`src/satx_pkg.sv`:
```
// Package for the bit-oriented transmit framer: register map, fields, codes and states.
// Assumes an AHB-Lite slave with 32-bit words; no other file defines these names.
package satx_pkg;
  localparam logic [7:0] ADDR_EXT = 8'h00;
  localparam logic [7:0] ADDR_AUX = 8'h04;
  localparam logic [7:0] ADDR_MISC = 8'h08;
  localparam logic [7:0] ADDR_TXP = 8'h0C;
  localparam logic [7:0] ADDR_CMD = 8'h10;
  localparam logic [7:0] ADDR_TXBUF = 8'h14;
  localparam logic [7:0] ADDR_STAT = 8'h18;
  localparam int EXT_EN_BIT = 0;
  localparam int AUX_FLAG_BIT = 0;
  localparam int AUX_PRESET_BIT = 1;
  localparam int MISC_ABORT_BIT = 2;
  localparam int MISC_MARK_BIT = 3;
  localparam int MISC_SDLC_BIT = 4;
  localparam int MISC_PRESET_BIT = 7;
  localparam int TXP_CRC_BIT = 0;
  localparam int TXP_TXEN_BIT = 3;
  localparam logic [7:0] CMD_RESET_CRC = 8'h80;
  localparam logic [7:0] CMD_RESET_EOM = 8'hC0;
  localparam logic [7:0] FLAG_CHAR = 8'h7E;
  localparam logic [7:0] MARK_CHAR = 8'hFF;
  localparam logic [7:0] ABORT_CHAR = 8'h7F;
  localparam logic [15:0] CRC_POLY = 16'h1021;
  localparam logic [15:0] CRC_ONES = 16'hFFFF;
  localparam logic [15:0] CRC_ZERO = 16'h0000;
  localparam logic [2:0] BIT_LAST = 3'h7;
  localparam int FIFO_DEPTH = 16;
  localparam int FIFO_WIDTH = 8;
  typedef enum logic [5:0] {
    ST_IDLE = 6'b00_0001,
    ST_DATA = 6'b00_0010,
    ST_CRC1 = 6'b00_0100,
    ST_CRC2 = 6'b00_1000,
    ST_ABORT = 6'b01_0000,
    ST_CLOSE = 6'b10_0000
  } satx_state_t;
  typedef struct packed {
    logic [7:0] data;
    logic stuff;
    logic is_crc;
  } satx_char_t;
endpackage : satx_pkg

```
`src/satx_fifo.sv`:
```
// Synchronous FIFO with valid/ready on both sides, parameterised in width and depth.
// Assumes one clock and an active-low asynchronous reset.
`timescale 1ns/1ns
`default_nettype none
module satx_fifo #(
  parameter int WIDTH = 8,
  parameter int DEPTH = 16
) (
  input wire logic hclk,
  input wire logic hresetn,
  input wire logic in_valid,
  output logic in_ready,
  input wire logic [WIDTH-1:0] in_data,
  output logic out_valid,
  input wire logic out_ready,
  output logic [WIDTH-1:0] out_data
);
  localparam int AW = $clog2(DEPTH);
  logic [WIDTH-1:0] mem [DEPTH];
  logic [AW-1:0] wr_ptr_reg;
  logic [AW-1:0] rd_ptr_reg;
  logic [AW:0] count_reg;
  logic push;
  logic pop;
  assign in_ready = (count_reg != (AW+1)'(DEPTH));
  assign out_valid = (count_reg != '0);
  assign push = in_valid && in_ready;
  assign pop = out_valid && out_ready;
  assign out_data = mem[rd_ptr_reg];
  always_ff @(posedge hclk) begin
    if (push) begin
      mem[wr_ptr_reg] <= in_data;
    end
  end
  always_ff @(posedge hclk or negedge hresetn) begin
    if (!hresetn) begin
      wr_ptr_reg <= '0;
      rd_ptr_reg <= '0;
      count_reg <= '0;
    end else begin
      if (push) begin
        wr_ptr_reg <= wr_ptr_reg + 1'b1;
      end
      if (pop) begin
        rd_ptr_reg <= rd_ptr_reg + 1'b1;
      end
      count_reg <= count_reg + (AW+1)'(push) - (AW+1)'(pop);
    end
  end
endmodule : satx_fifo
`default_nettype wire

```
`src/satx_framer.sv`:
```
// Transmit frame control: opening flag, CRC preset and accumulate, underrun close.
// Assumes an AHB-Lite master on one side and a bit-clock enable from the line side.
// Behaviour
// - Mark idle sends eight ones whole; no flag loads mid-character.
// - Without auto flag, data written during mark idle replaces the opening flag.
// - Auto flag works only with extended enable set and bit-oriented mode.
// - With auto flag, data written during mark idle gets an opening flag first.
// - Extended enable plus auto preset bit presets CRC to chosen value on each opening flag.
// - Extended enable plus auto preset bit clears underrun latch each new frame.
// - CRC accumulates only while the CRC enable bit is one.
// - CRC covers every data character between opening and closing flags, not the CRC characters.
// - Extended enable presets the CRC on every opening flag sent.
// - Underrun with latch set closes with flag; clear sends CRC or abort, flag.
//
// The placing of the registers and register access over AHB-Lite are this design's own decisions.
`timescale 1ns/1ns
`default_nettype none
module satx_framer (
  input wire logic hclk,
  input wire logic hresetn,
  input wire logic hsel,
  input wire logic [31:0] haddr,
  input wire logic [1:0] htrans,
  input wire logic hwrite,
  input wire logic [2:0] hsize,
  input wire logic [31:0] hwdata,
  input wire logic hready,
  output logic [31:0] hrdata,
  output logic hreadyout,
  output logic hresp,
  input wire logic bit_tick,
  output logic txd,
  output logic tx_buf_ready
);
  logic [7:0] extended_feature_control_reg;
  logic [7:0] auxiliary_tx_option_reg;
  logic [7:0] misc_tx_rx_control_reg;
  logic [7:0] tx_parameter_control_reg;
  logic tx_underrun_end_of_message_latch;
  logic ph_write_reg;
  logic ph_read_reg;
  logic [7:0] ph_addr_reg;
  logic [31:0] hrdata_next;
  logic fifo_in_valid;
  logic fifo_out_valid;
  logic fifo_out_ready;
  logic [7:0] fifo_out_data;
  satx_pkg::satx_state_t state_reg;
  satx_pkg::satx_char_t shift_reg;
  logic [2:0] bit_cnt_reg;
  logic [2:0] ones_cnt_reg;
  logic [15:0] crc_reg;
  logic [15:0] crc_hold_reg;
  logic txd_reg;
  logic char_end;
  logic load_data;
  logic load_flag;
  logic cur_bit;
  logic stuff_now;
  logic ext_en;
  logic auto_flag;
  logic auto_preset;
  logic mark_idle;
  logic txen;
  logic crc_en;
  logic host_crc_reset;
  logic host_eom_reset;
  logic [15:0] crc_preset_val;
  logic [15:0] crc_step;
  logic frame_open_reg;
  logic need_flag;
  logic open_flag_now;
  logic underrun;
  logic cmd_write;

  assign ext_en = extended_feature_control_reg[satx_pkg::EXT_EN_BIT];
  assign auto_flag = ext_en && misc_tx_rx_control_reg[satx_pkg::MISC_SDLC_BIT]
    && auxiliary_tx_option_reg[satx_pkg::AUX_FLAG_BIT];
  assign auto_preset = ext_en && auxiliary_tx_option_reg[satx_pkg::AUX_PRESET_BIT];
  assign mark_idle = misc_tx_rx_control_reg[satx_pkg::MISC_MARK_BIT];
  assign txen = tx_parameter_control_reg[satx_pkg::TXP_TXEN_BIT];
  assign crc_en = tx_parameter_control_reg[satx_pkg::TXP_CRC_BIT];
  assign crc_preset_val = misc_tx_rx_control_reg[satx_pkg::MISC_PRESET_BIT] ?
    satx_pkg::CRC_ONES : satx_pkg::CRC_ZERO;

  // Bus slave: single-cycle answer, always OKAY.
  assign hreadyout = 1'b1;
  assign hresp = 1'b0;
  always_ff @(posedge hclk or negedge hresetn) begin
    if (!hresetn) begin
      ph_write_reg <= 1'b0;
      ph_read_reg <= 1'b0;
      ph_addr_reg <= 8'h00;
    end else if (hready) begin
      ph_write_reg <= hsel && htrans[1] && hwrite;
      ph_read_reg <= hsel && htrans[1] && !hwrite;
      ph_addr_reg <= haddr[7:0];
    end
  end
  assign cmd_write = ph_write_reg && (ph_addr_reg == satx_pkg::ADDR_CMD);
  assign host_crc_reset = cmd_write && (hwdata[7:0] == satx_pkg::CMD_RESET_CRC);
  assign host_eom_reset = cmd_write && (hwdata[7:0] == satx_pkg::CMD_RESET_EOM);
  assign fifo_in_valid = ph_write_reg && (ph_addr_reg == satx_pkg::ADDR_TXBUF);
  always_ff @(posedge hclk or negedge hresetn) begin
    if (!hresetn) begin
      extended_feature_control_reg <= 8'h00;
      auxiliary_tx_option_reg <= 8'h00;
      misc_tx_rx_control_reg <= 8'h00;
      tx_parameter_control_reg <= 8'h00;
    end else if (ph_write_reg) begin
      case (ph_addr_reg)
        satx_pkg::ADDR_EXT: extended_feature_control_reg <= hwdata[7:0];
        satx_pkg::ADDR_AUX: auxiliary_tx_option_reg <= hwdata[7:0];
        satx_pkg::ADDR_MISC: misc_tx_rx_control_reg <= hwdata[7:0];
        satx_pkg::ADDR_TXP: tx_parameter_control_reg <= hwdata[7:0];
        default: ;
      endcase
    end
  end
  always_comb begin
    hrdata_next = 32'h0000_0000;
    case (ph_addr_reg)
      satx_pkg::ADDR_EXT: hrdata_next[7:0] = extended_feature_control_reg;
      satx_pkg::ADDR_AUX: hrdata_next[7:0] = auxiliary_tx_option_reg;
      satx_pkg::ADDR_MISC: hrdata_next[7:0] = misc_tx_rx_control_reg;
      satx_pkg::ADDR_TXP: hrdata_next[7:0] = tx_parameter_control_reg;
      satx_pkg::ADDR_STAT: hrdata_next[7:0] = {1'b0, tx_underrun_end_of_message_latch,
        frame_open_reg, state_reg == satx_pkg::ST_IDLE, 2'b00, fifo_out_valid, tx_buf_ready};
      default: hrdata_next = 32'h0000_0000;
    endcase
  end
  assign hrdata = ph_read_reg ? hrdata_next : 32'h0000_0000;

  satx_fifo #(
    .WIDTH(satx_pkg::FIFO_WIDTH),
    .DEPTH(satx_pkg::FIFO_DEPTH)
  ) u_fifo (
    .hclk(hclk),
    .hresetn(hresetn),
    .in_valid(fifo_in_valid),
    .in_ready(tx_buf_ready),
    .in_data(hwdata[7:0]),
    .out_valid(fifo_out_valid),
    .out_ready(fifo_out_ready),
    .out_data(fifo_out_data)
  );

  // Serializer: character boundary after eight bits, stuffed zeros add a bit.
  assign cur_bit = shift_reg.data[0];
  assign stuff_now = shift_reg.stuff && (ones_cnt_reg == 3'd5);
  assign char_end = bit_tick && !stuff_now && (bit_cnt_reg == satx_pkg::BIT_LAST);
  // Without auto flag, a mark idle frame opens with data directly.
  assign need_flag = !frame_open_reg && (auto_flag || !mark_idle);
  assign load_data = char_end && txen && fifo_out_valid
    && (state_reg == satx_pkg::ST_IDLE || state_reg == satx_pkg::ST_DATA)
    && !(state_reg == satx_pkg::ST_IDLE && need_flag);
  assign open_flag_now = char_end && txen && fifo_out_valid
    && state_reg == satx_pkg::ST_IDLE && need_flag;
  assign load_flag = open_flag_now;
  assign fifo_out_ready = load_data;
  assign underrun = char_end && state_reg == satx_pkg::ST_DATA && !fifo_out_valid;
  assign txd = txd_reg;

  always_comb begin
    crc_step = crc_reg;
    if (shift_reg.is_crc && crc_en && !stuff_now) begin
      crc_step = {crc_reg[14:0], 1'b0} ^ ((crc_reg[15] ^ cur_bit) ? satx_pkg::CRC_POLY : 16'h0000);
    end
  end

  always_ff @(posedge hclk or negedge hresetn) begin
    if (!hresetn) begin
      state_reg <= satx_pkg::ST_IDLE;
      frame_open_reg <= 1'b0;
    end else if (char_end) begin
      case (state_reg)
        satx_pkg::ST_IDLE: begin
          if (load_flag || load_data) begin
            state_reg <= satx_pkg::ST_DATA;
            frame_open_reg <= 1'b1;
          end
        end
        satx_pkg::ST_DATA: begin
          if (underrun) begin
            if (tx_underrun_end_of_message_latch) begin
              state_reg <= satx_pkg::ST_CLOSE;
            end else if (misc_tx_rx_control_reg[satx_pkg::MISC_ABORT_BIT]) begin
              state_reg <= satx_pkg::ST_ABORT;
            end else begin
              state_reg <= satx_pkg::ST_CRC1;
            end
          end
        end
        satx_pkg::ST_CRC1: state_reg <= satx_pkg::ST_CRC2;
        satx_pkg::ST_CRC2: state_reg <= satx_pkg::ST_CLOSE;
        satx_pkg::ST_ABORT: state_reg <= satx_pkg::ST_CLOSE;
        satx_pkg::ST_CLOSE: begin
          state_reg <= satx_pkg::ST_IDLE;
          frame_open_reg <= 1'b0;
        end
        default: state_reg <= satx_pkg::ST_IDLE;
      endcase
    end
  end

  always_ff @(posedge hclk or negedge hresetn) begin
    if (!hresetn) begin
      shift_reg <= '{data: satx_pkg::MARK_CHAR, stuff: 1'b0, is_crc: 1'b0};
      bit_cnt_reg <= 3'd0;
      ones_cnt_reg <= 3'd0;
      txd_reg <= 1'b1;
    end else if (bit_tick) begin
      if (stuff_now) begin
        txd_reg <= 1'b0;
        ones_cnt_reg <= 3'd0;
      end else begin
        txd_reg <= cur_bit;
        ones_cnt_reg <= cur_bit ? ones_cnt_reg + 3'd1 : 3'd0;
        bit_cnt_reg <= bit_cnt_reg + 3'd1;
        shift_reg.data <= {1'b1, shift_reg.data[7:1]};
      end
      if (char_end) begin
        if (load_flag) begin
          shift_reg <= '{data: satx_pkg::FLAG_CHAR, stuff: 1'b0, is_crc: 1'b0};
        end else if (load_data) begin
          shift_reg <= '{data: fifo_out_data, stuff: 1'b1, is_crc: 1'b1};
        end else if (state_reg == satx_pkg::ST_DATA && underrun
          && !tx_underrun_end_of_message_latch
          && !misc_tx_rx_control_reg[satx_pkg::MISC_ABORT_BIT]) begin
          shift_reg <= '{data: ~crc_step[15:8], stuff: 1'b1, is_crc: 1'b0};
        end else if (state_reg == satx_pkg::ST_CRC1) begin
          shift_reg <= '{data: ~crc_hold_reg[7:0], stuff: 1'b1, is_crc: 1'b0};
        end else if (state_reg == satx_pkg::ST_DATA && underrun
          && !tx_underrun_end_of_message_latch) begin
          shift_reg <= '{data: satx_pkg::ABORT_CHAR, stuff: 1'b0, is_crc: 1'b0};
        end else if (state_reg == satx_pkg::ST_DATA || state_reg == satx_pkg::ST_CRC2
          || state_reg == satx_pkg::ST_ABORT || !mark_idle) begin
          shift_reg <= '{data: satx_pkg::FLAG_CHAR, stuff: 1'b0, is_crc: 1'b0};
        end else begin
          shift_reg <= '{data: satx_pkg::MARK_CHAR, stuff: 1'b0, is_crc: 1'b0};
        end
      end
    end
  end

  always_ff @(posedge hclk or negedge hresetn) begin
    if (!hresetn) begin
      crc_reg <= satx_pkg::CRC_ONES;
      crc_hold_reg <= satx_pkg::CRC_ONES;
    end else begin
      if (open_flag_now && ext_en) begin
        crc_reg <= auto_preset ? crc_preset_val : satx_pkg::CRC_ONES;
      end else if (host_crc_reset) begin
        crc_reg <= crc_preset_val;
      end else if (bit_tick) begin
        crc_reg <= crc_step;
      end
      if (underrun) begin
        crc_hold_reg <= crc_step;
      end
    end
  end

  // Latch set by underrun wins over a host or automatic clear.
  always_ff @(posedge hclk or negedge hresetn) begin
    if (!hresetn) begin
      tx_underrun_end_of_message_latch <= 1'b1;
    end else if (underrun) begin
      tx_underrun_end_of_message_latch <= 1'b1;
    end else if (host_eom_reset
      || (auto_preset && char_end && state_reg == satx_pkg::ST_IDLE
      && (load_flag || load_data))) begin
      tx_underrun_end_of_message_latch <= 1'b0;
    end
  end

  property p_flag_only_at_boundary;
    @(posedge hclk) disable iff (!hresetn)
      load_flag |-> char_end && bit_cnt_reg == satx_pkg::BIT_LAST;
  endproperty
  a_flag_only_at_boundary: assert property (p_flag_only_at_boundary)
    else $error("flag loaded mid character");
  property p_no_flag_mark;
    @(posedge hclk) disable iff (!hresetn)
      (open_flag_now && mark_idle) |-> auto_flag;
  endproperty
  a_no_flag_mark: assert property (p_no_flag_mark)
    else $error("opening flag sent in mark idle without auto flag");
  property p_auto_needs_ext;
    @(posedge hclk) disable iff (!hresetn)
      auto_flag |-> ext_en && misc_tx_rx_control_reg[satx_pkg::MISC_SDLC_BIT];
  endproperty
  a_auto_needs_ext: assert property (p_auto_needs_ext)
    else $error("auto flag active without extended enable");
  property p_auto_flag_sent;
    @(posedge hclk) disable iff (!hresetn)
      (char_end && txen && fifo_out_valid && state_reg == satx_pkg::ST_IDLE
      && !frame_open_reg && auto_flag) |=> shift_reg.data == satx_pkg::FLAG_CHAR;
  endproperty
  a_auto_flag_sent: assert property (p_auto_flag_sent)
    else $error("auto flag not loaded");
  property p_preset;
    @(posedge hclk) disable iff (!hresetn)
      (open_flag_now && auto_preset) |=> crc_reg == $past(crc_preset_val);
  endproperty
  a_preset: assert property (p_preset)
    else $error("crc not preset on opening flag");
  property p_eom_clear;
    @(posedge hclk) disable iff (!hresetn)
      (open_flag_now && auto_preset) |=> !tx_underrun_end_of_message_latch;
  endproperty
  a_eom_clear: assert property (p_eom_clear)
    else $error("underrun latch not cleared on new frame");
  property p_crc_hold;
    @(posedge hclk) disable iff (!hresetn)
      (bit_tick && !crc_en && !open_flag_now && !host_crc_reset) |=> $stable(crc_reg);
  endproperty
  a_crc_hold: assert property (p_crc_hold)
    else $error("crc changed while disabled");
  property p_underrun_close;
    @(posedge hclk) disable iff (!hresetn)
      (underrun && tx_underrun_end_of_message_latch) |=> state_reg == satx_pkg::ST_CLOSE;
  endproperty
  a_underrun_close: assert property (p_underrun_close)
    else $error("underrun with latch set did not close");
  c_auto_flag: cover property (@(posedge hclk) disable iff (!hresetn) open_flag_now && mark_idle);
  c_crc_path: cover property (@(posedge hclk) disable iff (!hresetn)
    state_reg == satx_pkg::ST_CRC2);
  c_abort_path: cover property (@(posedge hclk) disable iff (!hresetn)
    state_reg == satx_pkg::ST_ABORT);
endmodule : satx_framer
`default_nettype wire

```
`config.mk`:
```
export PLATFORM = sky130hd
export DESIGN_NAME = satx_framer
export DESIGN_NICKNAME = d
export VERILOG_FILES = /design/src/satx_pkg.sv /design/src/satx_fifo.sv /design/src/satx_framer.sv
export SDC_FILE = /design/constraint.sdc
export NUM_CORES = 1
export LEC_CHECK = 0
export BUFFER_PORTS_ARGS = -buffer_cell sky130_fd_sc_hd__buf_2
export CAP_MARGIN = 20
export CORE_MARGIN = 1
export CORE_UTILIZATION = 58
export CTS_CLUSTER_DIAMETER = 120
export DETAILED_ROUTE_END_ITERATION = 8
export GPL_TIMING_DRIVEN = 0
export PLACE_DENSITY_LB_ADDON = 0.12
export SLEW_MARGIN = 20
export SYNTH_ARGS = -nofsm -noshare
export SYNTH_HDL_FRONTEND = slang
export SYNTH_SLANG_ARGS = --single-unit
```
`constraint.sdc`:
```
create_clock -name hclk -period 7.09 [get_ports hclk]
set_input_delay 0.709 -clock hclk [delete_from_list [all_inputs] [get_ports hclk]]
set_output_delay 0.709 -clock hclk [all_outputs]
set_load 0.01 [all_outputs]
```
==> flow_metrics.env, run 1 <==
export IMPL_status="completed"
export IMPL_cp_arrival_ns=4.06
export IMPL_setup_viol=0
export IMPL_critPathMaxFanout=10
export IMPL_rows=49
export IMPL_gr_total_overflow=0
export IMPL_pre_cts_ws_ns=3.53
export IMPL_initial_core_util=0.594
export IMPL_cp_start_kind="flip-flop"
export IMPL_netlist_instances=750
export IMPL_criticalPathCategory="flip-flop to flip-flop"
export IMPL_grt_pass1_wl_um=35700
export IMPL_synth_most_common_cell="edfxtp_1"
export IMPL_clock_sinks=232
export IMPL_yosys_area_top_type_share=0.359
export IMPL_cts_hold_buffers=0
export IMPL_grt_max_degree=76
export IMPL_ys_flop_type="edfxtp_1"
export IMPL_core_region_area_sq_um=18000
export IMPL_place_hpwl_um=16000
export IMPL_ys_warnings_count=0
export IMPL_clk_pin_slew_ns=0.06
export IMPL_yosysTopAreaCell="edfxtp_1"
export IMPL_max_cap_violations=0
export IMPL_syn_to_final_growth_pct=14.1
export IMPL_max_freq_mhz=276
export IMPL_crit_top_cell="ha_1"
export IMPL_final_max_slew_viol_count=0
export IMPL_groute_usage_overall=0.252
export IMPL_instances_no_fill=1086
export IMPL_fin_crit_sh=0.511
export IMPL_ys_types=68
export IMPL_gp_congestion=0.903
export IMPL_dp_cells=1040
export IMPL_insertedDiodeCount=0
export IMPL_drc=0
export IMPL_tightest_slew_ns=0.969
export IMPL_critPathBufInv=3
export IMPL_rsz0062_at_grt="no"
export IMPL_fin_nets=929
export IMPL_num_vias=6609
export IMPL_wl_um=23100
export IMPL_grt_pass1_vias=6503
export IMPL_cts_buffers=25
export IMPL_synth_common_cells="edfxtp_1, dfrtp_1, mux2_2, nor2_1"
export IMPL_critPathMaxStageDelay_ns=0.61
export IMPL_die_h_um=138
export IMPL_cp_required_ns=7.53
export IMPL_die_area_sq_um=19000
export IMPL_peakVddDrop_mv=0.219
export IMPL_power_leakage_nw=4.60
export IMPL_fin_tns_setup_ns=0
export IMPL_period_needed_ns=3.62
export IMPL_holdWs_ns=0.0596
export IMPL_ios=111
export IMPL_yosys_top_cells_area="edfxtp_1, dfrtp_1, dfstp_2"
export IMPL_placed_area_sq_um=11300
export IMPL_hp_class="input port to async pin"
export IMPL_antenna_found_initial=0
export IMPL_htreeDepth=1
export IMPL_clk_path_buf_depth=3
export IMPL_power_density_nw_per_um2=327
export IMPL_clock_latency_ns=0.52
export IMPL_final_hold_violation_count=0
export IMPL_largest_reg_flops=128
export IMPL_vias_per_cell=6.09
export IMPL_cp_slowest_cell="nor4b_1"
export IMPL_cp_top_family="adder cells"
export IMPL_seq_area_frac_synth=0.606
export IMPL_fillers=1263
export IMPL_post_cts_setup_buffer_count=0
export IMPL_cts_root_buf="clkbuf_16"
export IMPL_fin_area_sq_um=12200
export IMPL_drt_iter0_markers=523
export IMPL_syn_cell_area_sq_um=10700
export IMPL_post_cts_resized=0
export IMPL_crit_path_cell_trace="ha_1 -> ha_1 -> buf_2 -> nand2_1 -> nor4b_1 -> o21ai_2 -> inv_2 -> ha_1 -> inv_1 -> ha_1 -> fa_1 -> a21oi_1 -> nor2_1 -> nor2_1 -> xnor2_1"
export IMPL_drive_above_1_share=0.321
export IMPL_die_width_um=138
export IMPL_ant_nets=0
export IMPL_ys_async_sr_fraction=0.448
export IMPL_syn_avg_cell_area_sq_um=14.3
export IMPL_slew_headroom=0.351
export IMPL_wl_per_cell_um=21.2
export IMPL_drtPass1Iterations=7
export IMPL_setup_ws_ns=3.47
export IMPL_portBuffers=32
export IMPL_end_kind="flip-flop"
export IMPL_synth_seq_cells=232
export IMPL_synth_edff_count=128
export IMPL_finalClockSkew_ns=0.0103
export IMPL_cts_tree="yes"
[power by group]
| group | leakage (nW) | internal (mW) | switching, mW | total (mW) |
|---|---|---|---|---|
| logic | 1.83 | 0.429 | 0.466 | 0.895 |
| clock network | 0.427 | 0.866 | 0.532 | 1.40 |
| registers | 2.34 | 1.59 | 0.104 | 1.70 |
[kinds of logic (layout without fill, tap and decap cells)]
family	count (synthesis)	after routing	share of synthesized area
buf+inv	79	162	0.0409
other cells	2	26	0.000701
mux	113	113	0.157
xor+xnor	16	16	0.0131
fa+ha+maj	16	16	0.0194
compound gates	119	119	0.0808
flops	232	232	0.606
simple gates	173	173	0.0826
[final timing paths]
kind,startpoint,cells after the start,endpoint,slack (ns)
setup / recovery,bit_cnt_reg[0]$_DFFE_PN0P_,15,u_fifo.count_reg[4]$_DFF_PN0_,3.47
hold / removal,hresetn,1,bit_cnt_reg[2]$_DFFE_PN0P_,0.06
setup reg to reg,bit_cnt_reg[0]$_DFFE_PN0P_,15,u_fifo.count_reg[4]$_DFF_PN0_,3.47
hold reg to reg,txd$_DFFE_PN1P_,2,txd$_DFFE_PN1P_,0.48
max in group asynchronous,hresetn,2,state_reg[0]$_DFFE_PN1P_,6.33
min in group hclk,haddr[5],2,ph_addr_reg[5]$_DFFE_PN0P_,0.43
[worst register-to-register path, stage by stage (launching register included)]
cell	delay (ns)
dfrtp_1	0.37
ha_1	0.16
ha_1	0.13
buf_2	0.20
nand2_1	0.15
nor4b_1	0.61
o21ai_2	0.31
inv_2	0.29
ha_1	0.18
inv_1	0.04
ha_1	0.21
fa_1	0.43
a21oi_1	0.16
nor2_1	0.06
nor2_1	0.12
xnor2_1	0.13
[layout make-up]
class | count | area (sq um) | share of cell area
multi-input cells | 463 | 3890 | 0.319
plain buffers | 60 | 367 | 0.0300
inverters | 19 | 71.3 | 0.00584
well taps | 229 | 287 | 0.0234
clock inverters | 19 | 255 | 0.0209
flip-flops and latches | 232 | 6490 | 0.531
repair buffers | 37 | 224 | 0.0183
clock buffers | 27 | 633 | 0.0518
[per-layer routing]
metal  GRT usage  wire length, um  vias to the layer above
li1            -                -                     2981
met1       0.369            10200                     3345
met2       0.394            10900                      243
met3      0.0391             1440                       40
met4      0.0731              452                        0
met5           0                0                        -
[through the flow]
| step | util | power, mW |
|---|---|---|
| 5_1_grt | 0.678 | 4.16 |
| 2_1_floorplan | - | 2.38 |
| 3_5_place_dp | 0.629 | 2.62 |
| 3_3_place_gp | 0.624 | 2.57 |
| 4_1_cts | 0.678 | 4.01 |
| 6_report | 0.678 | 3.99 |
[cells in the final DEF, fill, tap and decap left out, types with 5 or more instances in the layout]
master / count
edfxtp_1: 128
nor3_1: 6
mux2i_1: 9
nand2_1: 37
nand4_1: 8
mux4_2: 37
and3_1: 7
nor4_1: 5
mux2_2: 59
dfrtp_1: 69
inv_1: 18
ha_1: 15
nand4b_1: 5
clkbuf_16: 25
xor2_1: 7
nand2b_1: 7
mux2_1: 8
clkbuf_1: 17
xnor2_1: 9
o21ai_1: 13
dfstp_2: 35
a22o_1: 8
nor2_1: 53
a211oi_2: 10
a21oi_1: 16
bufinv_16: 6
buf_2: 42
o21ai_0: 29
a22oi_1: 5
nor3_2: 6
a211oi_1: 8
nand3_1: 16
buf_4: 32
a31oi_1: 6
conb_1: 26
No activity file was read; power rests on OpenSTA's default activity.
==> run 2: changes to the inputs <==
CORE_UTILIZATION = 53   (was 58)
clock period = 2.9 ns   (was 7.09 ns; I/O delays follow)
==> run 2 against run 1 <==
Non-clock buffer count is 11 higher; combinational power grew to 2.5 times the previous value; maximum frequency grew 25%; global-route usage shrank 0.95 points; clock skew is 0.0087 ns higher; clock power is 140% higher; routed wire length increased by 3.2%; worst setup slack got worse by 3.5 ns.
==> flow_metrics.env, run 2 (synthesis results as in run 1) <==
export IMPL_cp_start_kind="flip-flop"
export IMPL_setup_viol=0
export IMPL_final_hold_violation_count=0
export IMPL_max_cap_violations=0
export IMPL_hp_start="haddr[7]"
export IMPL_drtPass1Iterations=4
export IMPL_die_width_um=144
export IMPL_cts_root_buf="clkbuf_16"
export IMPL_wl_um=23800
export IMPL_core_region_area_sq_um=19700
export IMPL_p_total_mw=9.78
export IMPL_final_max_slew_viol_count=0
export IMPL_ant_nets=0
export IMPL_grt_pass1_vias=6646
export IMPL_drt_iter0_markers=532
export IMPL_peakVddDrop_mv=0.484
export IMPL_die_h_um=144
export IMPL_power_leakage_nw=4.68
export IMPL_criticalPathCategory="flip-flop to flip-flop"
export IMPL_reg2reg_slack_ns=0.01
export IMPL_cp_required_ns=3.35
export IMPL_insertedDiodeCount=0
export IMPL_largest_reg_flops=128
export IMPL_htreeDepth=1
export IMPL_die_area_sq_um=20800
export IMPL_grt_max_degree=81
export IMPL_initial_core_util=0.545
export IMPL_rsz0062_at_grt="yes"
export IMPL_end_kind="flip-flop"
export IMPL_crit_start="state_reg[3]$_DFFE_PN0P_"
export IMPL_reg2reg_depth=13
export IMPL_critPathMaxFanout=8
export IMPL_rows=51
export IMPL_hp_class="input port to flip-flop"
export IMPL_clk_pin_slew_ns=0.06
export IMPL_portBuffers=32
export IMPL_dp_cells=1076
export IMPL_cts_buffers=25
export IMPL_finalClockSkew_ns=0.0189
export IMPL_cts_tree="yes"
export IMPL_gr_total_overflow=0
export IMPL_clk_path_buf_depth=3
export IMPL_r2r_end="u_fifo.count_reg[4]$_DFF_PN0_"
export IMPL_layout_commonest_cell="edfxtp_1"
export IMPL_place_hpwl_um=16200
export IMPL_period_needed_ns=2.89
export IMPL_status="completed"
export IMPL_vias_per_cell=5.86
export IMPL_fin_crit_sh=0.996
export IMPL_timing_rr_start="state_reg[3]$_DFFE_PN0P_"
export IMPL_crit_end="u_fifo.count_reg[4]$_DFF_PN0_"
export IMPL_wl_per_cell_um=21.0
export IMPL_tightest_slew_ns=0.938
export IMPL_fin_util=0.634
export IMPL_fin_nets=940
export IMPL_antenna_found_initial=0
export IMPL_slew_headroom=0.369
export IMPL_grt_pass1_wl_um=37600
export IMPL_cp_arrival_ns=3.33
export IMPL_mostFrequentLayoutCells="edfxtp_1, dfrtp_1, mux2_2"
export IMPL_power_density_nw_per_um2=785
export IMPL_num_vias=6639
export IMPL_groute_usage_overall=0.243
export IMPL_fillers=1509
export IMPL_min_path_cells=2
export IMPL_clock_sinks=232
export IMPL_gp_congestion=0.865
export IMPL_clock_latency_ns=0.52
export IMPL_ios=111
export IMPL_max_freq_mhz=346
export IMPL_syn_to_final_growth_pct=16.3
export IMPL_drive_above_1_share=0.348
export IMPL_instances_no_fill=1132
export IMPL_drc=0
-- run 2: cell count changes in the layout (fill, tap and decap cells not counted), moves of 4 or more --
cell           previous run  this run
buf_4                    32        36
nor2_1                   53        42
clkbuf_1                 17        13
clkinv_1                  4         0
dlygate4sd3_1             0         8
nor2_2                    0        11
-- run 2: repair_timing --
action	4_1_cts	5_1_grt
endpoints found under the hold margin	31	0
hold buffers	8	0
pin swaps	2	2
endpoints found under the setup margin	105	57
setup buffers	2	1
cloned	0	0
resized for setup	21	7
-- run 2: through the flow --
stage	setup WS (ns)	hold WS, ns	setup TNS, ns	cell area [sq um]
after CTS	-0.0740	0.0113	-0.0740	12400
after global placement	-0.619	0.455	-23.17	11300
after floorplan	0.0546	-0.00559	0	10800
after global routing	-0.124	0.0108	-0.283	12500
after detailed placement	-0.546	0.172	-17.76	11400
final	0.0108	0.0243	0	12500
-- run 2: worst min path at each step --
| stage | to | slack, ns |
|---|---|---|
| 3_5_place_dp | u_fifo.rd_ptr_reg[2]$_DFFE_PN0P_ | 0.17 |
| 6_report | ph_addr_reg[7]$_DFFE_PN0P_ | 0.02 |
| 2_1_floorplan | auxiliary_tx_option_reg[0]$_DFFE_PN0P_ | -0.006 |
| 3_3_place_gp | shift_reg[0]$_DFFE_PN0P_ | 0.46 |
| 4_1_cts | ph_addr_reg[7]$_DFFE_PN0P_ | 0.01 |
| 5_1_grt | ph_addr_reg[7]$_DFFE_PN0P_ | 0.01 |
-- run 2: final cells by class --
type | instances | area (sq um) | share of cell area
Sequential cell | 232 | 6490 | 0.521
Clock inverter | 14 | 176 | 0.0142
Clock buffer | 31 | 703 | 0.0564
Multi-Input combinational cell | 463 | 3980 | 0.319
Buffer | 60 | 375 | 0.0301
Tap cell | 265 | 332 | 0.0266
Inverter | 19 | 73.8 | 0.00593
Timing Repair Buffer | 48 | 327 | 0.0262
-- run 2: metal layers --
layer  track usage  share of wire  vias to the layer above
met4        0.0654          0.019                        0
met2         0.389           0.48                      215
met3        0.0338          0.051                       34
met5             0              0                        -
met1         0.351           0.45                     3389
li1              -              -                     3001
-- run 2: worst max-delay path: stages (launching register included) --
cell and delay (ns):
dfrtp_1 0.37, buf_6 0.13, or4_4 0.55, and4bb_1 0.34
o21ai_4 0.08, inv_4 0.10, ha_1 0.13, inv_1 0.04
ha_1 0.20, fa_1 0.43, a21oi_1 0.16, nor2_1 0.05
nor2_1 0.11, xnor2_1 0.12
-- run 2: report_power, final --
| part | internal (mW) | leakage, nW | switching, mW |
|---|---|---|---|
| registers | 3.90 | 2.34 | 0.272 |
| clock network | 2.07 | 0.436 | 1.27 |
| logic | 1.08 | 1.90 | 1.19 |
| total | 7.05 | 4.68 | 2.73 |
